--- config.mk ---
export PLATFORM = sky130hd
export DESIGN_NAME = cpu_flags_ip
export DESIGN_NICKNAME = d
export VERILOG_FILES = /design/src/pkg/cpu_flags_pkg.sv /design/src/status_flag_calc.sv /design/src/instr_pointer_calc.sv /design/src/cpu_flags_ip.sv
export SDC_FILE = /design/constraint.sdc
export NUM_CORES = 1
export LEC_CHECK = 0
export BUFFER_PORTS_ARGS = -buffer_cell sky130_fd_sc_hd__buf_2
export CAP_MARGIN = 20
export CORE_MARGIN = 2
export CORE_UTILIZATION = 25
export CTS_CLUSTER_DIAMETER = 50
export CTS_CLUSTER_SIZE = 40
export DETAILED_ROUTE_END_ITERATION = 12
export GPL_ROUTABILITY_DRIVEN = 0
export PLACE_DENSITY_LB_ADDON = 0.12
export SYNTH_ARGS = -nofsm -noshare
export SYNTH_HDL_FRONTEND = slang
export SYNTH_SLANG_ARGS = --single-unit
--- constraint.sdc ---
create_clock -name clk_sys_in -period 14 [get_ports clk_sys_in]
set_input_delay 1.4 -clock clk_sys_in [delete_from_list [all_inputs] [get_ports clk_sys_in]]
set_output_delay 1.4 -clock clk_sys_in [all_outputs]
set_load 0.01 [all_outputs]
--- src/pkg/cpu_flags_pkg.sv ---
// Constants, field positions and operation codes for the flags/IP block
package cpu_flags_pkg;

  // Flag bit positions within the 32-bit flags register
  localparam int CARRY_POS = 0;
  localparam int FIXED_ONE_POS = 1;
  localparam int PARITY_POS = 2;
  localparam int AUX_POS = 4;
  localparam int ZERO_POS = 6;
  localparam int SIGN_POS = 7;
  localparam int TRAP_POS = 8;
  localparam int INT_EN_POS = 9;
  localparam int DIR_POS = 10;
  localparam int OVF_POS = 11;
  localparam int IO_PRIVILEGE_LEVEL_LO_POS = 12;
  localparam int IO_PRIVILEGE_LEVEL_HI_POS = 13;
  localparam int NESTED_POS = 14;
  localparam int RESUME_POS = 16;
  localparam int V86_POS = 17;
  localparam int ALIGN_POS = 18;
  localparam int VIF_POS = 19;
  localparam int VIP_POS = 20;
  localparam int QUERY_POS = 21;

  // Widths
  localparam int FLAGS_W = 32;
  localparam int WIDE_W = 64;
  localparam int DATA_W = 64;

  // Value after reset or init, and bits that may ever hold a one
  localparam logic [31:0] FLAGS_RESET = 32'h0000_0002;
  localparam logic [31:0] FLAGS_WRITABLE = 32'h003f_7fd5;
  localparam logic [31:0] FLAGS_FIXED = 32'h0000_0002;
  localparam logic [63:0] IP_RESET = 64'h0000_0000_0000_0000;
  localparam logic [1:0] PRIV_TOP = 2'h0;

  // Operations presented to the block, one per retired instruction
  typedef enum logic [3:0] {
    OP_NONE, OP_ADD, OP_ADC, OP_SUB, OP_SBB, OP_LOGIC,
    OP_SET_CARRY, OP_CLEAR_CARRY, OP_INVERT_CARRY,
    OP_SET_DIR, OP_CLEAR_DIR, OP_BIT_TEST,
    OP_POP_FLAGS, OP_INT_RETURN, OP_TASK_LINK
  } op_e;

  // Operand size
  typedef enum logic [1:0] {SZ_8, SZ_16, SZ_32, SZ_64} size_e;

endpackage : cpu_flags_pkg

--- src/status_flag_calc.sv ---
// Arithmetic result and status flag derivation for one operation
`timescale 1ns/1ps
module status_flag_calc (
  input wire cpu_flags_pkg::op_e op_in,
  input wire cpu_flags_pkg::size_e size_in,
  input wire logic [63:0] opa_in,
  input wire logic [63:0] opb_in,
  input wire logic carry_in,
  output logic [63:0] result_out,
  output logic carry_out,
  output logic parity_out,
  output logic aux_out,
  output logic zero_out,
  output logic sign_out,
  output logic ovf_out
);

  // Mask of the live bits for an operand size
  function automatic logic [63:0] size_mask(cpu_flags_pkg::size_e s);
    case (s)
      cpu_flags_pkg::SZ_8: size_mask = 64'h0000_0000_0000_00ff;
      cpu_flags_pkg::SZ_16: size_mask = 64'h0000_0000_0000_ffff;
      cpu_flags_pkg::SZ_32: size_mask = 64'h0000_0000_ffff_ffff;
      default: size_mask = 64'hffff_ffff_ffff_ffff;
    endcase
  endfunction : size_mask

  logic [63:0] msk;
  logic [63:0] a_m;
  logic [63:0] b_m;
  logic [64:0] sum;
  logic is_sub;
  logic cin;
  int top;

  // Add or subtract at the chosen width, then derive each flag
  always_comb begin
    msk = size_mask(size_in);
    top = (8 << size_in) - 1;
    is_sub = (op_in == cpu_flags_pkg::OP_SUB) ||
             (op_in == cpu_flags_pkg::OP_SBB);
    cin = ((op_in == cpu_flags_pkg::OP_ADC) ||
           (op_in == cpu_flags_pkg::OP_SBB)) && carry_in;
    a_m = opa_in & msk;
    b_m = (is_sub ? ~opb_in : opb_in) & msk;
    sum = {1'b0, a_m} + {1'b0, b_m} + {64'h0, is_sub ^ cin};
    if (op_in == cpu_flags_pkg::OP_LOGIC) begin
      result_out = opa_in & opb_in & msk;
    end else begin
      result_out = sum[63:0] & msk;
    end
    // Carry or borrow out of the top live bit
    carry_out = (op_in != cpu_flags_pkg::OP_LOGIC) &&
                (sum[top + 1] ^ is_sub);
    parity_out = ~^result_out[7:0];
    aux_out = (op_in != cpu_flags_pkg::OP_LOGIC) &&
              (opa_in[4] ^ opb_in[4] ^ result_out[4]);
    zero_out = (result_out == 64'h0);
    sign_out = result_out[top];
    ovf_out = (op_in != cpu_flags_pkg::OP_LOGIC) &&
              (a_m[top] == b_m[top]) &&
              (result_out[top] != a_m[top]);
  end

endmodule : status_flag_calc

--- src/instr_pointer_calc.sv ---
// Next instruction pointer and pointer-relative address
`timescale 1ns/1ps
module instr_pointer_calc (
  input wire logic [63:0] ip_in,
  input wire logic wide_mode_in,
  input wire logic advance_in,
  input wire logic [3:0] len_in,
  input wire logic redirect_in,
  input wire logic [63:0] target_in,
  input wire logic [31:0] disp_in,
  output logic [63:0] next_ip_out,
  output logic [63:0] rel_addr_out
);

  logic [63:0] seq;

  // Straight-line advance or control-transfer redirect
  always_comb begin
    seq = ip_in + {60'h0, len_in};
    if (!advance_in) begin
      next_ip_out = ip_in;
    end else if (redirect_in) begin
      next_ip_out = target_in;
    end else begin
      next_ip_out = seq;
    end
    if (!wide_mode_in) begin
      next_ip_out = {32'h0, next_ip_out[31:0]};
    end
    // Displacement added to the pointer of the following instruction
    rel_addr_out = seq + {{32{disp_in[31]}}, disp_in};
    if (!wide_mode_in) begin
      rel_addr_out = {32'h0, rel_addr_out[31:0]};
    end
  end

endmodule : instr_pointer_calc

--- src/cpu_flags_ip.sv ---
// Flags register and instruction pointer of the processor core
// What this block does
// - Carry flag bit 0 set on carry or borrow out of top bit.
// - Parity flag set when low result byte has even count of ones.
// - Auxiliary carry set on carry or borrow out of bit 3.
// - Zero flag set exactly when the whole result is zero.
// - Sign flag copies the result's top bit.
// - Overflow flag set when signed result does not fit destination.
// - Status flags sit at bits 0, 2, 4, 6, 7 and 11.
// - Only carry is set, cleared, inverted directly; bit test loads it.
// - Add-with-carry and subtract-with-borrow consume the current carry.
// - Direction flag bit 10 picks decrement or increment; set/clear ops.
// - Trap flag set gives single-step mode; clear leaves it.
// - Interrupt enable bit 9 accepts or inhibits maskable interrupts.
// - I/O privilege bits 12-13 gate I/O; changed only at privilege 0.
// - Nested task bit 14 follows linkage to the previous task.
// - Resume flag bit 16 governs the response to debug exceptions.
// - Bit 17 selects virtual-8086 mode.
// - Alignment checks need bit 18 and the control alignment mask.
// - Bits 19/20 virtual interrupt copy and pending, used with extension.
// - Bit 21 is freely writable so identification support is visible.
// - Wide flags are 64 bits, upper half reserved zero.
// - Pointer advances sequentially or redirects; no software access.
// - Wide pointer is 64 bits; relative address is disp plus next ip.
// - Reset or init gives flags 00000002H; reserved bits stay fixed.
`timescale 1ns/1ps
module cpu_flags_ip (
  input wire logic clk_sys_in,
  input wire logic rstn_in,
  input wire logic init_in,
  input wire logic op_valid_in,
  input wire cpu_flags_pkg::op_e op_in,
  input wire cpu_flags_pkg::size_e size_in,
  input wire logic [63:0] opa_in,
  input wire logic [63:0] opb_in,
  input wire logic [5:0] bit_sel_in,
  input wire logic [31:0] pop_value_in,
  input wire logic task_linked_in,
  input wire logic [1:0] current_priv_level_in,
  input wire logic align_mask_ctl_in,
  input wire logic virt_mode_ext_in,
  input wire logic wide_mode_in,
  input wire logic [3:0] instr_len_in,
  input wire logic redirect_in,
  input wire logic [63:0] redirect_target_in,
  input wire logic [31:0] disp_in,
  input wire logic intr_req_in,
  input wire logic breakpoint_in,
  output logic [63:0] result_out,
  output logic [63:0] wide_flags_out,
  output logic [63:0] instr_pointer_out,
  output logic [63:0] rel_addr_out,
  output logic [7:0] string_step_out,
  output logic single_step_trap_out,
  output logic int_accept_out,
  output logic debug_trap_out,
  output logic io_allowed_out,
  output logic align_check_en_out,
  output logic v86_mode_out,
  output logic virt_int_pending_out
);

  typedef struct packed {
    logic [31:0] flags;
    logic [63:0] ip;
    logic [63:0] result;
    logic [63:0] rel_addr;
    logic [7:0] string_step;
    logic step_trap;
    logic int_accept;
    logic debug_trap;
    logic io_ok;
    logic align_en;
    logic virt_pend;
  } state_s;

  state_s st_q;
  state_s st_d;

  logic [63:0] alu_res;
  logic alu_cf, alu_pf, alu_af, alu_zf, alu_sf, alu_of;
  logic [63:0] next_ip;
  logic [63:0] rel_addr;
  logic arith;
  logic [31:0] merged;
  logic [31:0] keep_mask;

  status_flag_calc u_flag_calc (
    .op_in(op_in),
    .size_in(size_in),
    .opa_in(opa_in),
    .opb_in(opb_in),
    .carry_in(st_q.flags[cpu_flags_pkg::CARRY_POS]),
    .result_out(alu_res),
    .carry_out(alu_cf),
    .parity_out(alu_pf),
    .aux_out(alu_af),
    .zero_out(alu_zf),
    .sign_out(alu_sf),
    .ovf_out(alu_of)
  );

  instr_pointer_calc u_ip_calc (
    .ip_in(st_q.ip),
    .wide_mode_in(wide_mode_in),
    .advance_in(op_valid_in),
    .len_in(instr_len_in),
    .redirect_in(redirect_in),
    .target_in(redirect_target_in),
    .disp_in(disp_in),
    .next_ip_out(next_ip),
    .rel_addr_out(rel_addr)
  );

  // Next state: flag updates per retired operation, then derived outputs
  always_comb begin
    st_d = st_q;
    arith = (op_in == cpu_flags_pkg::OP_ADD) ||
            (op_in == cpu_flags_pkg::OP_ADC) ||
            (op_in == cpu_flags_pkg::OP_SUB) ||
            (op_in == cpu_flags_pkg::OP_SBB) ||
            (op_in == cpu_flags_pkg::OP_LOGIC);
    // Bits that a flag load from the stack must not touch
    keep_mask = 32'h0;
    if (current_priv_level_in != cpu_flags_pkg::PRIV_TOP) begin
      keep_mask[cpu_flags_pkg::IO_PRIVILEGE_LEVEL_HI_POS:cpu_flags_pkg::IO_PRIVILEGE_LEVEL_LO_POS] =
        2'h3;
    end
    if (op_in == cpu_flags_pkg::OP_POP_FLAGS) begin
      keep_mask[cpu_flags_pkg::RESUME_POS] = 1'b1;
      keep_mask[cpu_flags_pkg::V86_POS] = 1'b1;
    end
    merged = (st_q.flags & keep_mask) | (pop_value_in & ~keep_mask);
    st_d.debug_trap = 1'b0;
    st_d.step_trap = 1'b0;
    if (op_valid_in) begin
      st_d.ip = next_ip;
      st_d.rel_addr = rel_addr;
      case (op_in)
        cpu_flags_pkg::OP_ADD, cpu_flags_pkg::OP_ADC,
        cpu_flags_pkg::OP_SUB, cpu_flags_pkg::OP_SBB,
        cpu_flags_pkg::OP_LOGIC: begin
          st_d.result = alu_res;
          st_d.flags[cpu_flags_pkg::CARRY_POS] = alu_cf;
          st_d.flags[cpu_flags_pkg::PARITY_POS] = alu_pf;
          st_d.flags[cpu_flags_pkg::AUX_POS] = alu_af;
          st_d.flags[cpu_flags_pkg::ZERO_POS] = alu_zf;
          st_d.flags[cpu_flags_pkg::SIGN_POS] = alu_sf;
          st_d.flags[cpu_flags_pkg::OVF_POS] = alu_of;
        end
        cpu_flags_pkg::OP_SET_CARRY: begin
          st_d.flags[cpu_flags_pkg::CARRY_POS] = 1'b1;
        end
        cpu_flags_pkg::OP_CLEAR_CARRY: begin
          st_d.flags[cpu_flags_pkg::CARRY_POS] = 1'b0;
        end
        cpu_flags_pkg::OP_INVERT_CARRY: begin
          st_d.flags[cpu_flags_pkg::CARRY_POS] =
            ~st_q.flags[cpu_flags_pkg::CARRY_POS];
        end
        cpu_flags_pkg::OP_BIT_TEST: begin
          st_d.flags[cpu_flags_pkg::CARRY_POS] = opa_in[bit_sel_in];
        end
        cpu_flags_pkg::OP_SET_DIR: begin
          st_d.flags[cpu_flags_pkg::DIR_POS] = 1'b1;
        end
        cpu_flags_pkg::OP_CLEAR_DIR: begin
          st_d.flags[cpu_flags_pkg::DIR_POS] = 1'b0;
        end
        cpu_flags_pkg::OP_POP_FLAGS, cpu_flags_pkg::OP_INT_RETURN: begin
          // Software image load; bit 21 and bit 20 are plain storage
          st_d.flags = merged;
        end
        cpu_flags_pkg::OP_TASK_LINK: begin
          st_d.flags[cpu_flags_pkg::NESTED_POS] = task_linked_in;
        end
        default: begin
          st_d.flags = st_q.flags;
        end
      endcase
      // Single-step trap after each instruction retired with trap set
      st_d.step_trap = st_q.flags[cpu_flags_pkg::TRAP_POS];
      // Resume flag lasts for one retired instruction
      if (op_in != cpu_flags_pkg::OP_POP_FLAGS &&
          op_in != cpu_flags_pkg::OP_INT_RETURN) begin
        st_d.flags[cpu_flags_pkg::RESUME_POS] = 1'b0;
      end
    end
    // Reserved bits are forced on every update
    st_d.flags = (st_d.flags & cpu_flags_pkg::FLAGS_WRITABLE) |
                 cpu_flags_pkg::FLAGS_FIXED;
    if (init_in) begin
      st_d.flags = cpu_flags_pkg::FLAGS_RESET;
      st_d.ip = cpu_flags_pkg::IP_RESET;
    end
    // Breakpoint is suppressed while resume is set
    st_d.debug_trap = breakpoint_in &&
                      !st_q.flags[cpu_flags_pkg::RESUME_POS];
    st_d.int_accept = intr_req_in &&
                      st_q.flags[cpu_flags_pkg::INT_EN_POS];
    st_d.io_ok = current_priv_level_in <=
      st_q.flags[cpu_flags_pkg::IO_PRIVILEGE_LEVEL_HI_POS:cpu_flags_pkg::IO_PRIVILEGE_LEVEL_LO_POS];
    st_d.align_en = st_q.flags[cpu_flags_pkg::ALIGN_POS] &&
                    align_mask_ctl_in;
    st_d.virt_pend = virt_mode_ext_in &&
                     st_q.flags[cpu_flags_pkg::VIF_POS] &&
                     st_q.flags[cpu_flags_pkg::VIP_POS];
    // String address step, negative when direction is set
    st_d.string_step = st_q.flags[cpu_flags_pkg::DIR_POS] ?
      8'(-(8'h1 << size_in)) : 8'(8'h1 << size_in);
  end

  // State register
  always_ff @(posedge clk_sys_in or negedge rstn_in) begin
    if (!rstn_in) begin
      st_q <= '0;
      st_q.flags <= cpu_flags_pkg::FLAGS_RESET;
      st_q.ip <= cpu_flags_pkg::IP_RESET;
      st_q.string_step <= 8'h01;
    end else begin
      st_q <= st_d;
    end
  end

  // Outputs straight from the state register
  assign result_out = st_q.result;
  assign wide_flags_out = {32'h0, st_q.flags};
  assign instr_pointer_out = st_q.ip;
  assign rel_addr_out = st_q.rel_addr;
  assign string_step_out = st_q.string_step;
  assign single_step_trap_out = st_q.step_trap;
  assign int_accept_out = st_q.int_accept;
  assign debug_trap_out = st_q.debug_trap;
  assign io_allowed_out = st_q.io_ok;
  assign align_check_en_out = st_q.align_en;
  assign v86_mode_out = st_q.flags[cpu_flags_pkg::V86_POS];
  assign virt_int_pending_out = st_q.virt_pend;

  // Checks
  AST_SET_CARRY: assert property (
    @(posedge clk_sys_in) disable iff (!rstn_in)
    op_valid_in && op_in == cpu_flags_pkg::OP_SET_CARRY && !init_in
    |=> wide_flags_out[0]) else $error("carry not set");
  AST_INV_CARRY: assert property (
    @(posedge clk_sys_in) disable iff (!rstn_in)
    op_valid_in && op_in == cpu_flags_pkg::OP_INVERT_CARRY && !init_in
    |=> wide_flags_out[0] != $past(wide_flags_out[0]))
    else $error("carry not inverted");
  AST_ADD_CARRY: assert property (
    @(posedge clk_sys_in) disable iff (!rstn_in)
    op_valid_in && op_in == cpu_flags_pkg::OP_ADD &&
    size_in == cpu_flags_pkg::SZ_8 && !init_in
    |=> wide_flags_out[0] == $past(9'(opa_in[7:0]) + 9'(opb_in[7:0]) > 9'hff))
    else $error("byte add carry wrong");
  AST_ZERO: assert property (
    @(posedge clk_sys_in) disable iff (!rstn_in)
    op_valid_in && arith && !init_in
    |=> wide_flags_out[6] == (result_out == 64'h0))
    else $error("zero flag mismatch");
  AST_PARITY: assert property (
    @(posedge clk_sys_in) disable iff (!rstn_in)
    op_valid_in && arith && !init_in
    |=> wide_flags_out[2] == ~^result_out[7:0])
    else $error("parity flag mismatch");
  AST_RESERVED: assert property (
    @(posedge clk_sys_in) disable iff (!rstn_in)
    (wide_flags_out & ~{32'h0, cpu_flags_pkg::FLAGS_WRITABLE}) == 64'h2)
    else $error("reserved flag bits wrong");
  AST_INIT: assert property (
    @(posedge clk_sys_in) disable iff (!rstn_in)
    init_in |=> wide_flags_out == 64'h2) else $error("init value");
  AST_IO_PRIVILEGE_LEVEL_HOLD: assert property (
    @(posedge clk_sys_in) disable iff (!rstn_in)
    current_priv_level_in != 2'h0 && !init_in
    |=> $stable(wide_flags_out[13:12]))
    else $error("privilege field changed");
  AST_INT_GATE: assert property (
    @(posedge clk_sys_in) disable iff (!rstn_in)
    intr_req_in && !wide_flags_out[9] |=> !int_accept_out)
    else $error("interrupt taken while masked");
  AST_ALIGN: assert property (
    @(posedge clk_sys_in) disable iff (!rstn_in)
    align_check_en_out |->
    $past(align_mask_ctl_in) && $past(wide_flags_out[18]))
    else $error("alignment check without both enables");
  AST_IP_SEQ: assert property (
    @(posedge clk_sys_in) disable iff (!rstn_in)
    op_valid_in && !redirect_in && !init_in && wide_mode_in
    |=> instr_pointer_out ==
    $past(instr_pointer_out) + 64'($past(instr_len_in)))
    else $error("pointer did not advance");
  AST_STEP: assert property (
    @(posedge clk_sys_in) disable iff (!rstn_in)
    op_valid_in && wide_flags_out[8] |=> single_step_trap_out ##1
    (single_step_trap_out == $past(op_valid_in && wide_flags_out[8])))
    else $error("single-step trap missing");
  AST_RESUME: assert property (
    @(posedge clk_sys_in) disable iff (!rstn_in)
    breakpoint_in && wide_flags_out[16] |=> !debug_trap_out)
    else $error("breakpoint taken while resume set");
  AST_DIR_STEP: assert property (
    @(posedge clk_sys_in) disable iff (!rstn_in)
    wide_flags_out[10] |=> string_step_out[7])
    else $error("string step not negative");
  AST_IO_GATE: assert property (
    @(posedge clk_sys_in) disable iff (!rstn_in)
    io_allowed_out |->
    $past(current_priv_level_in) <= $past(wide_flags_out[13:12]))
    else $error("io allowed above privilege field");
  AST_NEST: assert property (
    @(posedge clk_sys_in) disable iff (!rstn_in)
    op_valid_in && op_in == cpu_flags_pkg::OP_TASK_LINK && !init_in
    |=> wide_flags_out[14] == $past(task_linked_in))
    else $error("nested task flag wrong");

  COV_ADC: cover property (@(posedge clk_sys_in) disable iff (!rstn_in)
    op_valid_in && op_in == cpu_flags_pkg::OP_ADC && wide_flags_out[0]);
  COV_POP: cover property (@(posedge clk_sys_in) disable iff (!rstn_in)
    op_valid_in && op_in == cpu_flags_pkg::OP_POP_FLAGS);
  COV_REDIRECT: cover property (@(posedge clk_sys_in) disable iff (!rstn_in)
    op_valid_in && redirect_in);
  COV_OVF: cover property (@(posedge clk_sys_in) disable iff (!rstn_in)
    wide_flags_out[11]);
  COV_RESUME: cover property (@(posedge clk_sys_in) disable iff (!rstn_in)
    breakpoint_in && wide_flags_out[16]);

endmodule : cpu_flags_ip

==> metrics.cfg <==
[run_status]
status = completed

[worst_setup_path]
worst-setup-path-type = in -> reg
path_cells = buf_2, inv_2, nand2_1, clkinv_1, nor2_1, ha_1, a21oi_1, o211ai_1, a221oi_1, nand2_1, a31oi_1, mux2i_1, o21ai_0, a211oi_1, nor4bb_1, or4b_1, nand4b_1, o21ai_1
cp.required_ns = 14.52
crit_top_cell = nand2_1
max_stage_delay_ns = 0.80
reg2reg_slack_ns = 6.76
cp_max_fo = 27
r2r-start = instr_pointer_out[7]
cp.buffers_inverters = 3
timing.rr.end = rel_addr_out[59]
worstSetupEndpointType = flop
ff2ff_path_depth = 21
cp_slowest_cell = clkinv_1
crit_family = simple AND/OR/NAND/NOR gates
worst-endpoint-arrival_ns = 8.48
start_kind = primary input

[routing]
num_vias = 22624
drtAntennaViolNets = 0
top_layer_used = met5
met3_length_mm = 6.24
wl_met1_mm = 44.0
drcViolationCount = 0
via_per_inst = 5.18
dr.pass1.iters = 5
wirelength_mm = 101
wl_met2_mm = 47.6
drt_iter0_drc = 1229
routedWlPerCell_um = 23.1

[cts]
clockRootBuffer = clkbuf_16
clock-sinks = 223
cts.reportedPaths.clkPinSlew_ns = 0.05
cts_tree = done
clk_latency_ns = 0.62
cts_resized = 0
holdBufCountCts = 0
cts_buffer_depth = 3
cts_max_level = 2
cts_buffers = 50
cts_setup_buffers = 0

[pwr]
pwr-share-comb = 0.283
sequentialPowerShare = 0.265
p_leak_uw = 0.0130
clockPowerShare = 0.452
p_sw_uw = 1030
power_density_nw_per_um2 = 106
ir_drop_v = 0.0000741
power_uw = 2900
swShare = 0.354
intPower_uw = 1870

[timing]
rsz0062_at_grt = false
fin_setup_tns_ns = 0
fin_skew_ns = 0.0308
setup_viol = 0
report.final.slew_viol_count = 0
min_period_ns = 7.96
worst_slew_pin_slew_ns = 1.16
finalHoldViolCount = 0
fin_ws_ns = 6.04
max-slew-margin-rel = 0.222
max_freq_ghz = 0.126
finalCritPeriodShare = 0.569

[worst_hold_path]
hold_path_end = result_out[59]
holdCritStartpoint = result_out[59]
holdPathStages = 2
hp-class = reg -> reg

[run]
drv_cap = 0

[global_routing]
grt_max_degree = 67
antenna_found_initial = 26
grt_overflow = 0
grt_pass1_vias = 22238
grt_pass1_wl_mm = 147
grt.total_usage = 0.215

[final_layout]
drive_gt1_frac = 0.225
stdcell_area_um2 = 27300
utilization = 0.313
area_delta_synth_final_pct = 23.7
nets = 3591

[yosys]
synth_edf_count = 0
ys_ff_latch = 223
netlist.area_leader.share = 0.252
synthMuxAreaShare = 0.0651
yosys_warnings = 0
synthCells = 2753
ys_types = 89
syn_area_per_cell_um2 = 8.00
async_flop_share = 1.00
synth_top_cells_by_area = dfrtp_1 (25%), ha_1 (7.9%), xnor2_1 (6.0%), nand2_1 (4.8%), a21oi_1 (4.7%)
synth-simple-area-share = 0.217
synth_most_common_cell = nand2_1
synth_fa_ha_area_frac = 0.0826
synth-compound-area-share = 0.239
seq_area_frac_synth = 0.253
synth.largest_area_cell = dfrtp_1
synth_top_family_by_area = compound AO/OA/AOI/OAI gates
synth_area_um2 = 22000
synth_commonest_cells = nand2_1 (284), nor2_1 (240), dfrtp_1 (222)
synth_flop_cell = dfrtp_1
synth_xor_area_frac = 0.0905

[floorplan]
die_h_um = 301
core_um2 = 87000
rows = 108
io_pins = 556
dieArea_um2 = 90500
die_w_um = 301
start_util = 0.253

[placed_design]
port_buffers = 495
dp_hpwl_mm = 78.9
placed_area_um2 = 25400
place_ws_ns = 5.64

-- cell usage in the layout (no fill, tap or decap), drive strengths merged, types with 17 or more instances in the layout --
master | Yosys | layout
a31oi | 37 | 37
buf | 64 | 522
and2 | 30 | 30
a211oi | 20 | 20
nor4 | 17 | 17
a21o | 81 | 81
o211ai | 22 | 22
nand2b | 24 | 24
nor3 | 55 | 55
o2bb2ai | 33 | 33
a21oi | 208 | 208
clkbuf | 144 | 53
dfrtp | 222 | 222
nor2 | 241 | 241
and3 | 82 | 82
nand4 | 55 | 55
ha | 139 | 139
nand3 | 83 | 83
o21a | 19 | 19
xnor2 | 152 | 152
xor2 | 73 | 73
nor2b | 27 | 27
mux2 | 46 | 46
conb | 2 | 46
o21bai | 17 | 17
o21ai | 207 | 207
inv | 49 | 69
nand2 | 284 | 284
o31ai | 22 | 22
or3 | 22 | 22
mux4 | 22 | 22
a22oi | 25 | 25
mux2i | 42 | 42
-- worst max-delay path by stage --
stage | from | to | depth (start not counted)
after floorplan | op_in[3] | wide_flags_out[6] | 19
after global placement | size_in[1] | wide_flags_out[6] | 17
after detailed placement | size_in[1] | wide_flags_out[6] | 18
after CTS | size_in[1] | wide_flags_out[6] | 18
after global routing | size_in[1] | wide_flags_out[6] | 17
final | size_in[1] | wide_flags_out[6] | 18
-- state kept, by name, indices dropped and copies added, names as in the netlist --
signal                count
wide_flags_out           17
result_out               64
v86_mode_out              1
io_allowed_out            1
rel_addr_out             64
debug_trap_out            1
align_check_en_out        1
instr_pointer_out        64
virt_int_pending_out      1
single_step_trap_out      1
int_accept_out            1
string_step_out           7
-- metal layers --
metal / track usage / up-vias
met5: 0 / -
met4: 0.0699 / 22
met3: 0.0448 / 143
met2: 0.356 / 627
met1: 0.277 / 10925
li1: - / 10907
-- cell type report --
type / count / area, um^2
diodes: 10 / 25.0
clock buffers: 53 / 1300
clock inverters: 41 / 527
fillers: 9573 / 59800
inverters: 50 / 188
multi-input cells: 2316 / 15500
flip-flops and latches: 223 / 5580
well taps: 1155 / 1450
repair buffers: 522 / 2700
-- stage by stage --
stage	cells	hold WS, ns
CTS	4360	0.476
global placement	4266	0.459
detailed placement	4266	0.459
floorplan	2797	0.502
finish	4370	0.469
global route	4366	0.488
-- worst register-to-register path, stage by stage (launching register included) --
cell	delay [ns]
dfrtp_1	0.50
and4_1	0.29
nand3_1	0.23
nor4_2	0.37
buf_4	0.21
and2_1	0.49
nand3_1	0.33
nor2_1	0.34
and3_1	0.33
nand3_1	0.12
xnor2_1	0.23
ha_1	0.35
a21o_1	0.22
a2111oi_0	0.38
nor2_1	0.15
nor3b_1	0.72
o21ai_0	0.36
a311oi_1	0.74
o21ai_0	0.28
xor2_1	0.30
nand3_1	0.11
o21ai_0	0.09
-- power groups by stage --
stage / Clock [uW] / Sequential (uW) / Combinational [uW]
detailed placement: 0 / 779 / 829
finish: 1310 / 768 / 821
global placement: 0 / 779 / 831
CTS: 1350 / 769 / 832
floorplan: 0 / 804 / 465
global route: 1380 / 778 / 904
-- kinds of logic (layout without fill, tap and decap cells) --
kind of cell | after synthesis | after routing
buffers and inverters | 258 | 666
and+or+nand+nor | 976 | 976
AOI/OAI and AO/OA | 815 | 815
adders and majority gates | 143 | 143
DFF | 223 | 223
other | 2 | 56
muxes | 110 | 110
xor gates and xnor gates | 226 | 226
Note: power is estimated with default switching activity, not from simulation.
